`src/common/pssc_pkg.sv`:
```
// pssc_pkg: states, timing counts and carrier structs of the power sequencer
// assumes a 100 MHz always-on standby clock
package pssc_pkg;
   localparam int CLK_MHZ = 100;
   localparam int HOLD_MS = 4000; // long-press threshold
   localparam int HOLD_CYC = HOLD_MS * 1000 * CLK_MHZ;
   localparam int DEB_US = 10; // switch debounce window
   localparam int DEB_CYC = DEB_US * CLK_MHZ;
   localparam int BOOT_US = 100; // cold boot reset hold
   localparam int BOOT_CYC = BOOT_US * CLK_MHZ;

   // sleep-state request codes from software
   localparam logic [2:0] REQ_S0 = 3'h0;
   localparam logic [2:0] REQ_S1 = 3'h1;
   localparam logic [2:0] REQ_S2 = 3'h2;
   localparam logic [2:0] REQ_S3 = 3'h3;
   localparam logic [2:0] REQ_S4 = 3'h4;
   localparam logic [2:0] REQ_S5 = 3'h5;

   // gray along off -> boot -> on -> sleep
   typedef enum logic [2:0] {
      PSSC_OFF = 3'h0,
      PSSC_BOOT = 3'h1,
      PSSC_ON = 3'h3,
      PSSC_S1 = 3'h2,
      PSSC_S3 = 3'h6,
      PSSC_S4 = 3'h7
   } pssc_state_e;

   typedef struct packed {
      logic pmeEn; // wake on pme line
      logic pmeS5En; // pme/lan wake also from soft-off
      logic usbEn; // wake on usb activity
      logic rtcEn; // wake on rtc alarm
      logic lanEn; // wake on lan
      logic restoreOn; // after power loss, restore previous state
   } pssc_cfg_s;

   typedef struct packed {
      logic cpuPwr; // processor rail
      logic cpuStopGrant; // processor halted in stop-grant
      logic platPwr; // main platform rails
      logic memPwr; // memory self-refresh rail
      logic wakePwr; // device wake logic rail
      logic coldReset; // cold boot reset to platform
   } pssc_pwr_s;
endpackage

```
`src/hw/pssc_top.sv`:
```
// pssc_top: power switch and sleep state controller
// assumes clk is always-on standby, srst is power-good; pins are async
// How it works
//off plus short press: power on
//on plus short press: enter sleep
//on plus long hold: force soft-off
//sleeping plus short press: wake to on
//sleeping plus long hold: go soft-off
//supports S0 S1 S3 S4 S5; S2 rejected
//software initiates state transitions
//S1: cpu stop-grant, platform powered
//S3: memory kept, cpu off, wake only
//S4: cpu off, wake logic only
//leaving S5 always does cold boot
//pme wakes S1-S5 when enabled
//usb wakes only S1 and S3
//restore on/off after mains loss
//S5 pme/lan wake off after reset
//debounce switch, long hold fires while held
//short press on release; one long action
`timescale 1ns/1ps
`default_nettype none
module pssc_top
   import pssc_pkg::*;
#(
   parameter int HOLD_CYCLES = HOLD_CYC, // long-press count
   parameter int DEB_CYCLES = DEB_CYC, // debounce count
   parameter int BOOT_CYCLES = BOOT_CYC // cold boot count
) (
   input wire logic clk, // standby clock
   input wire logic srst, // sync reset, high
   input wire logic pwrBtnN, // front panel switch, low pressed
   input wire logic pmeN, // pci wake line, low active
   input wire logic usbWake, // usb resume activity
   input wire logic rtcAlarm, // rtc alarm
   input wire logic lanWake, // lan wake
   input wire logic acWasOn, // state held before mains loss
   input wire logic reqValid, // software request strobe
   input wire logic [2:0] reqState, // requested sleep state
   input wire pssc_pkg::pssc_cfg_s cfg, // wake options, from logic
   input wire logic cfgS5Write, // pulse: load cfg.pmeS5En
   output pssc_pkg::pssc_pwr_s pwr, // power controls
   output logic [2:0] curState, // current state code
   output logic reqReject // pulse: unsupported request while on and no button event, or request while asleep and no button event or wake
);
   import pssc_pkg::*;

   localparam int CW = $clog2(HOLD_CYCLES + 1);
   localparam int DW = $clog2(DEB_CYCLES + 1);

   // two-flop synchronisers for the pin inputs
   logic [4:0] syn1_r, syn2_r;
   always_ff @(posedge clk) begin
      syn1_r <= {~pwrBtnN, ~pmeN, usbWake, rtcAlarm, lanWake};
      syn2_r <= syn1_r;
   end
   logic btnRaw, pmeS, usbS, rtcS, lanS;
   assign {btnRaw, pmeS, usbS, rtcS, lanS} = syn2_r;

   // debounce and hold timing
   logic btn_r, btn_nxt, longDone_r, longDone_nxt;
   logic [DW-1:0] deb_r, deb_nxt;
   logic [CW-1:0] hold_r, hold_nxt;
   logic shortEv, longEv;
   always_comb begin
      btn_nxt = btn_r;
      deb_nxt = deb_r;
      hold_nxt = hold_r;
      longDone_nxt = longDone_r;
      shortEv = 1'b0;
      longEv = 1'b0;
      if (btnRaw == btn_r) begin
         deb_nxt = '0;
      end else if (deb_r == DW'(DEB_CYCLES - 1)) begin
         deb_nxt = '0;
         btn_nxt = btnRaw;
      end else begin
         deb_nxt = deb_r + 1'b1;
      end
      if (btn_r) begin
         if (hold_r == CW'(HOLD_CYCLES - 1) && !longDone_r) begin
            longEv = 1'b1;
            longDone_nxt = 1'b1;
         end else if (hold_r != CW'(HOLD_CYCLES - 1)) begin
            hold_nxt = hold_r + 1'b1;
         end
      end
      if (btn_r && !btn_nxt) begin
         shortEv = !longDone_r && !longEv;
         hold_nxt = '0;
         longDone_nxt = 1'b0;
      end
   end
   always_ff @(posedge clk) begin
      if (srst) begin
         btn_r <= 1'b0;
         deb_r <= '0;
         hold_r <= '0;
         longDone_r <= 1'b0;
      end else begin
         btn_r <= btn_nxt;
         deb_r <= deb_nxt;
         hold_r <= hold_nxt;
         longDone_r <= longDone_nxt;
      end
   end

   // s5 wake enable cleared by reset, set only by configuration write
   logic s5En_r, s5En_nxt;
   always_comb begin
      s5En_nxt = s5En_r;
      if (cfgS5Write) begin
         s5En_nxt = cfg.pmeS5En;
      end
   end

   // state machine
   pssc_state_e st_r, st_nxt;
   logic [15:0] boot_r, boot_nxt;
   logic strap_r, strap_nxt, rej_nxt, rej_r;
   logic slpWake, offWake;
   pssc_pwr_s pwr_r, pwr_nxt;
   always_comb begin
      // usb only counts from the shallow states
      slpWake = (cfg.pmeEn && pmeS) || (cfg.rtcEn && rtcS)
         || (cfg.lanEn && lanS)
         || (cfg.usbEn && usbS && (st_r == PSSC_S1 || st_r == PSSC_S3));
      offWake = (s5En_r && (pmeS && cfg.pmeEn || lanS && cfg.lanEn))
         || (cfg.rtcEn && rtcS);
      st_nxt = st_r;
      // counter restarts on every entry to boot, wake from s4 included
      boot_nxt = '0;
      strap_nxt = 1'b0;
      rej_nxt = 1'b0;
      case (st_r)
         PSSC_OFF: begin
            if (strap_r && cfg.restoreOn && acWasOn) begin
               st_nxt = PSSC_BOOT;
            end else if (shortEv || offWake) begin
               st_nxt = PSSC_BOOT;
            end
            boot_nxt = '0;
         end
         PSSC_BOOT: begin
            if (longEv) begin
               st_nxt = PSSC_OFF;
            end else if (boot_r == 16'(BOOT_CYCLES - 1)) begin
               st_nxt = PSSC_ON;
            end else begin
               boot_nxt = boot_r + 16'h1;
            end
         end
         PSSC_ON: begin
            if (longEv) begin
               st_nxt = PSSC_OFF;
            end else if (shortEv) begin
               st_nxt = PSSC_S1;
            end else if (reqValid) begin
               case (reqState)
                  REQ_S1: st_nxt = PSSC_S1;
                  REQ_S3: st_nxt = PSSC_S3;
                  REQ_S4: st_nxt = PSSC_S4;
                  REQ_S5: st_nxt = PSSC_OFF;
                  REQ_S0: st_nxt = PSSC_ON;
                  default: rej_nxt = 1'b1;
               endcase
            end
         end
         PSSC_S1, PSSC_S3, PSSC_S4: begin
            if (longEv) begin
               st_nxt = PSSC_OFF;
            end else if (shortEv || slpWake) begin
               // s4 lost cpu context, so it boots like cold
               st_nxt = (st_r == PSSC_S4) ? PSSC_BOOT : PSSC_ON;
            end else if (reqValid) begin
               rej_nxt = 1'b1;
            end
         end
         default: st_nxt = PSSC_OFF;
      endcase
      pwr_nxt = '0;
      pwr_nxt.wakePwr = 1'b1;
      case (st_nxt)
         PSSC_BOOT: begin
            pwr_nxt.cpuPwr = 1'b1;
            pwr_nxt.platPwr = 1'b1;
            pwr_nxt.memPwr = 1'b1;
            pwr_nxt.coldReset = 1'b1;
         end
         PSSC_ON: begin
            pwr_nxt.cpuPwr = 1'b1;
            pwr_nxt.platPwr = 1'b1;
            pwr_nxt.memPwr = 1'b1;
         end
         PSSC_S1: begin
            pwr_nxt.cpuPwr = 1'b1;
            pwr_nxt.cpuStopGrant = 1'b1;
            pwr_nxt.platPwr = 1'b1;
            pwr_nxt.memPwr = 1'b1;
         end
         PSSC_S3: pwr_nxt.memPwr = 1'b1;
         default: pwr_nxt.memPwr = 1'b0;
      endcase
   end
   always_ff @(posedge clk) begin
      if (srst) begin
         st_r <= PSSC_OFF;
         boot_r <= '0;
         strap_r <= 1'b1;
         rej_r <= 1'b0;
         s5En_r <= 1'b0;
         pwr_r <= '0;
      end else begin
         st_r <= st_nxt;
         boot_r <= boot_nxt;
         strap_r <= strap_nxt;
         rej_r <= rej_nxt;
         s5En_r <= s5En_nxt;
         pwr_r <= pwr_nxt;
      end
   end

   logic [2:0] code_r;
   always_ff @(posedge clk) begin
      if (srst) begin
         code_r <= REQ_S5;
      end else begin
         case (st_nxt)
            PSSC_ON, PSSC_BOOT: code_r <= REQ_S0;
            PSSC_S1: code_r <= REQ_S1;
            PSSC_S3: code_r <= REQ_S3;
            PSSC_S4: code_r <= REQ_S4;
            default: code_r <= REQ_S5;
         endcase
      end
   end
   assign pwr = pwr_r;
   assign curState = code_r;
   assign reqReject = rej_r;

   AST_LONG_OFF: assert property (@(posedge clk) disable iff (srst)
      longEv && st_r == PSSC_ON |=> st_r == PSSC_OFF)
      else $error("long hold did not power off");
   AST_SHORT_ON: assert property (@(posedge clk) disable iff (srst)
      shortEv && st_r == PSSC_OFF |=> st_r == PSSC_BOOT)
      else $error("short press did not start boot");
   AST_SLEEP: assert property (@(posedge clk) disable iff (srst)
      shortEv && st_r == PSSC_ON && !longEv |=> st_r == PSSC_S1)
      else $error("short press did not sleep");
   AST_WAKE: assert property (@(posedge clk) disable iff (srst)
      shortEv && (st_r == PSSC_S1 || st_r == PSSC_S3) |=> st_r == PSSC_ON)
      else $error("short press did not wake");
   AST_SLP_OFF: assert property (@(posedge clk) disable iff (srst)
      longEv && (st_r == PSSC_S1 || st_r == PSSC_S3 || st_r == PSSC_S4)
      |=> st_r == PSSC_OFF)
      else $error("long hold in sleep did not power off");
   AST_S2_REJ: assert property (@(posedge clk) disable iff (srst)
      st_r == PSSC_ON && reqValid && reqState == REQ_S2 && !shortEv && !longEv
      |=> reqReject && st_r == PSSC_ON)
      else $error("s2 request not rejected");
   AST_S1_PWR: assert property (@(posedge clk) disable iff (srst)
      st_r == PSSC_S1 |-> pwr.cpuStopGrant && pwr.platPwr)
      else $error("s1 power wrong");
   AST_S3_PWR: assert property (@(posedge clk) disable iff (srst)
      st_r == PSSC_S3 |-> pwr.memPwr && !pwr.cpuPwr && pwr.wakePwr)
      else $error("s3 power wrong");
   AST_S4_PWR: assert property (@(posedge clk) disable iff (srst)
      st_r == PSSC_S4 |-> !pwr.cpuPwr && !pwr.memPwr && pwr.wakePwr)
      else $error("s4 power wrong");
   AST_COLD: assert property (@(posedge clk) disable iff (srst)
      $past(st_r) == PSSC_OFF && st_r != PSSC_OFF |-> pwr.coldReset)
      else $error("left soft-off without cold boot");
   AST_USB: assert property (@(posedge clk) disable iff (srst)
      st_r == PSSC_S4 && !shortEv && !longEv && !pmeS && !rtcS && !lanS
      && !reqValid |=> st_r == PSSC_S4)
      else $error("usb woke from s4");
   AST_ONCE: assert property (@(posedge clk) disable iff (srst)
      longEv |=> !longEv [*2])
      else $error("long hold acted twice");
   AST_S5_RST: assert property (@(posedge clk)
      srst |=> !s5En_r)
      else $error("s5 wake enabled after reset");
   COV_LONG: cover property (@(posedge clk) disable iff (srst)
      st_r == PSSC_ON && longEv);
   COV_S3: cover property (@(posedge clk) disable iff (srst)
      st_r == PSSC_S3 ##1 st_r == PSSC_ON);
   COV_REJ: cover property (@(posedge clk) disable iff (srst) reqReject);
endmodule // pssc_top
`default_nettype wire

```
`config.mk`:
```
export PLATFORM = sky130hd
export DESIGN_NAME = pssc_top
export DESIGN_NICKNAME = d
export VERILOG_FILES = /design/src/common/pssc_pkg.sv /design/src/hw/pssc_top.sv
export SDC_FILE = /design/constraint.sdc
export NUM_CORES = 1
export LEC_CHECK = 0
export BUFFER_PORTS_ARGS = -buffer_cell sky130_fd_sc_hd__buf_4
export CORE_MARGIN = 2
export CORE_UTILIZATION = 55
export CTS_CLUSTER_SIZE = 30
export DETAILED_ROUTE_END_ITERATION = 16
export GPL_ROUTABILITY_DRIVEN = 1
export HOLD_SLACK_MARGIN = 0.03
export PLACE_DENSITY = 0.75
export SKIP_CTS_REPAIR_TIMING = 1
export SLEW_MARGIN = 30
export SYNTH_ARGS = -nofsm -noshare
export SYNTH_HDL_FRONTEND = slang
export SYNTH_SLANG_ARGS = --single-unit
```
`constraint.sdc`:
```
create_clock -name clk -period 2.8 [get_ports clk]
set_input_delay 0.28 -clock clk [delete_from_list [all_inputs] [get_ports clk]]
set_output_delay 0.28 -clock clk [all_outputs]
set_load 0.02 [all_outputs]
```
==> out/results.ini <==
[finish]
final_cells = 523
drive_gt1_frac = 0.114
final_common_cell = dfxtp_1
final_util = 0.639
n_antenna_cell = 0
area_growth_pct = 13.5
layout_common_cells = dfxtp_1, nor2_1, nand2_1
nFillCells = 549
nets = 464

[grt]
grt_remaining_overflow = 0
grt_usage = 0.216
grt_pass1_vias = 2771
antenna_found_initial = 0
grt_max_degree = 31
grt_pass1_wl_mm = 12.6

[sta]
worst_pin_slew_ns = 0.622
slew_headroom = 0.586
setup_viol = 0
fin_worst_skew_ns = 0.00969
rsz0062_at_grt = no
fin_crit_ns = 2.35
hold_viol_final = 0
finalCritPeriodShare = 0.839
maxSlewViolCount = 0
fmax_ghz = 0.426
setup_tns_ns = 0
whs_ns = 0.0650

[setup_path]
worstPathCellList = nor4b_1 > nand4_1 > or2_1 > a31oi_1 > a31o_2 > mux2_1
critPathRequiredTime_ns = 3.04
cp-end-kind = flip-flop
slowest_delay_ns = 0.39
slowest_stage = nor4b_1
path_max_fanout = 7
worstPathArrival_ns = 2.59
crit_type = flip-flop to flip-flop
start_kind = flip-flop

[clock_tree]
clock_latency_ns = 0.35
cts_sinks = 81
root_buffer = clkbuf_8
cts_buffers = 9
cts_buffer_depth = 2
cts_tree = yes
cts-htree-levels = 3
clk_pin_slew_worst_paths_ns = 0.08

[power_and_ir_drop]
total_power_mw = 2.16
powerDensity_nw_per_um2 = 534
p_leak_nw = 1.43
ir_worst_vdd_mv = 0.335

[logic_synthesis]
syn_area_per_cell_um2 = 8.67
synth_cell_types = 46
syn_area_um2 = 3550
ys_ff_latch = 81
synth_edf_count = 0
synth_nets = 432
yosysSeqAreaShare = 0.456
async_reset_ff_frac = 0
synth_cells = 410
yosys_warnings = 0
ys.flop_type = dfxtp_1

[drt]
drc = 0
avgViaCountPerCell = 5.55
vias = 2902
wirelength_mm = 7.17
final_antenna_net_count = 0
routedWlPerCell_um = 13.7
drtPass1Iterations = 4
dr.first_iter.drc_count = 101

[place]
placed_cells = 505
port-buffer-count = 28
gp_congestion = 0.898
hpwl_mm = 5.15

[floorplanning]
chipHeight_um = 84.4
die_w_um = 84.4
io_pins = 29
dieArea_um2 = 7120
num_rows = 29
start_util = 0.563
core_region_area_um2 = 6310

[worst_hold_path]
hp-class = input port to flip-flop

[job]
drv_cap = 0

[run_status]
status = finished clean

## synth_stat cells, types with 2 or more instances
master | n | area, um2
a21boi_0 | 2 | 15.0
a21oi_1 | 14 | 70.1
a31o_2 | 2 | 17.5
a31oi_1 | 5 | 31.3
and2_1 | 6 | 37.5
and3_1 | 15 | 93.8
and4_1 | 5 | 43.8
buf_2 | 2 | 10.0
clkbuf_1 | 10 | 37.5
dfxtp_1 | 81 | 1620
ha_1 | 3 | 37.5
inv_1 | 15 | 56.3
mux2i_1 | 3 | 30.0
nand2_1 | 34 | 128
nand2b_1 | 4 | 25.0
nand3_1 | 18 | 90.1
nand3b_1 | 4 | 30.0
nand4_1 | 9 | 56.3
nand4b_1 | 2 | 17.5
nor2_1 | 62 | 233
nor3_1 | 16 | 80.1
nor4_1 | 7 | 43.8
nor4_2 | 4 | 50.1
nor4b_1 | 3 | 26.3
o2111ai_1 | 2 | 17.5
o211ai_1 | 4 | 30.0
o21ai_0 | 7 | 35.0
or2_1 | 2 | 12.5
or3_1 | 7 | 43.8
or3b_1 | 2 | 17.5
or4_1 | 2 | 15.0
xnor2_1 | 32 | 280
xor2_1 | 13 | 114
## kinds of logic (layout without fill, tap and decap cells)
logic type,after synthesis,after routing,share of synthesized area
xor gates and xnor gates,45,45,0.111
adders and majority gates,3,3,0.0106
buffers and inverters,28,64,0.0313
and+or+nand+nor,207,207,0.305
AOI/OAI and AO/OA,42,42,0.0743
muxes,4,4,0.0116
DFF,81,81,0.456
## per-stage QoR
stage / area [um2] / worst slack (ns)
after global routing: 4030 / 0.175
final: 4030 / 0.451
after detailed placement: 3830 / 0.519
after CTS: 4000 / 0.478
after floorplan: 3550 / 0.739
after global placement: 3830 / 0.598
## cell type report
type                       instances  area, um2  area share
clock buffer                      11        131      0.0326
clock inverter                     4       45.0      0.0112
timing repair buffer              34        263      0.0651
inverter                          15       56.3      0.0140
tap                               77       96.3      0.0239
multi-input combinational        301       1820       0.451
sequential                        81       1620       0.402
## path summary, 6_finish.rpt
| kind | from | end | slack [ns] | cells after the start |
|---|---|---|---|---|
| max | hold_r[19]$_SDFFE_PP0P_ | pwr[2]$_SDFF_PP0_ | 0.45 | 6 |
| min | pwrBtnN | syn1_r[4]$_DFF_P_ | 0.06 | 2 |
| max reg2reg | hold_r[19]$_SDFFE_PP0P_ | pwr[2]$_SDFF_PP0_ | 0.45 | 6 |
| min reg2reg | syn1_r[3]$_DFF_P_ | syn2_r[3]$_DFF_P_ | 0.32 | 0 |
## state kept, by name, summed over array words and instances (netlist names), 3 cells and up
name and cells:
curState 3, deb_r 10, hold_r 29, pwr 5, syn1_r 5, syn2_r 5
st_r 3, boot_r 16
## per-layer routing
layer	share of wire	up-vias	global-route usage
met3	0.037	14	0.0393
met1	0.48	1358	0.284
met4	0.019	0	0.0895
met2	0.46	49	0.351
li1	-	1481	-
met5	0	-	0
## where the power goes
| part | leakage (nW) | internal, mW | switching, mW | total, mW |
|---|---|---|---|---|
| registers | 0.659 | 1.18 | 0.0181 | 1.20 |
| logic | 0.673 | 0.0714 | 0.0908 | 0.162 |
| clock network | 0.0929 | 0.403 | 0.390 | 0.794 |
| total | 1.43 | 1.66 | 0.499 | 2.16 |
## critical path, delay by kind of cell (launching register included)
| family | cells | cell delay (ns) |
|---|---|---|
| muxes | 1 | 0.33 |
| DFF | 1 | 0.37 |
| and+or+nand+nor | 3 | 1.05 |
| AOI/OAI and AO/OA | 2 | 0.49 |
Note: power is estimated with default switching activity, not from simulation.
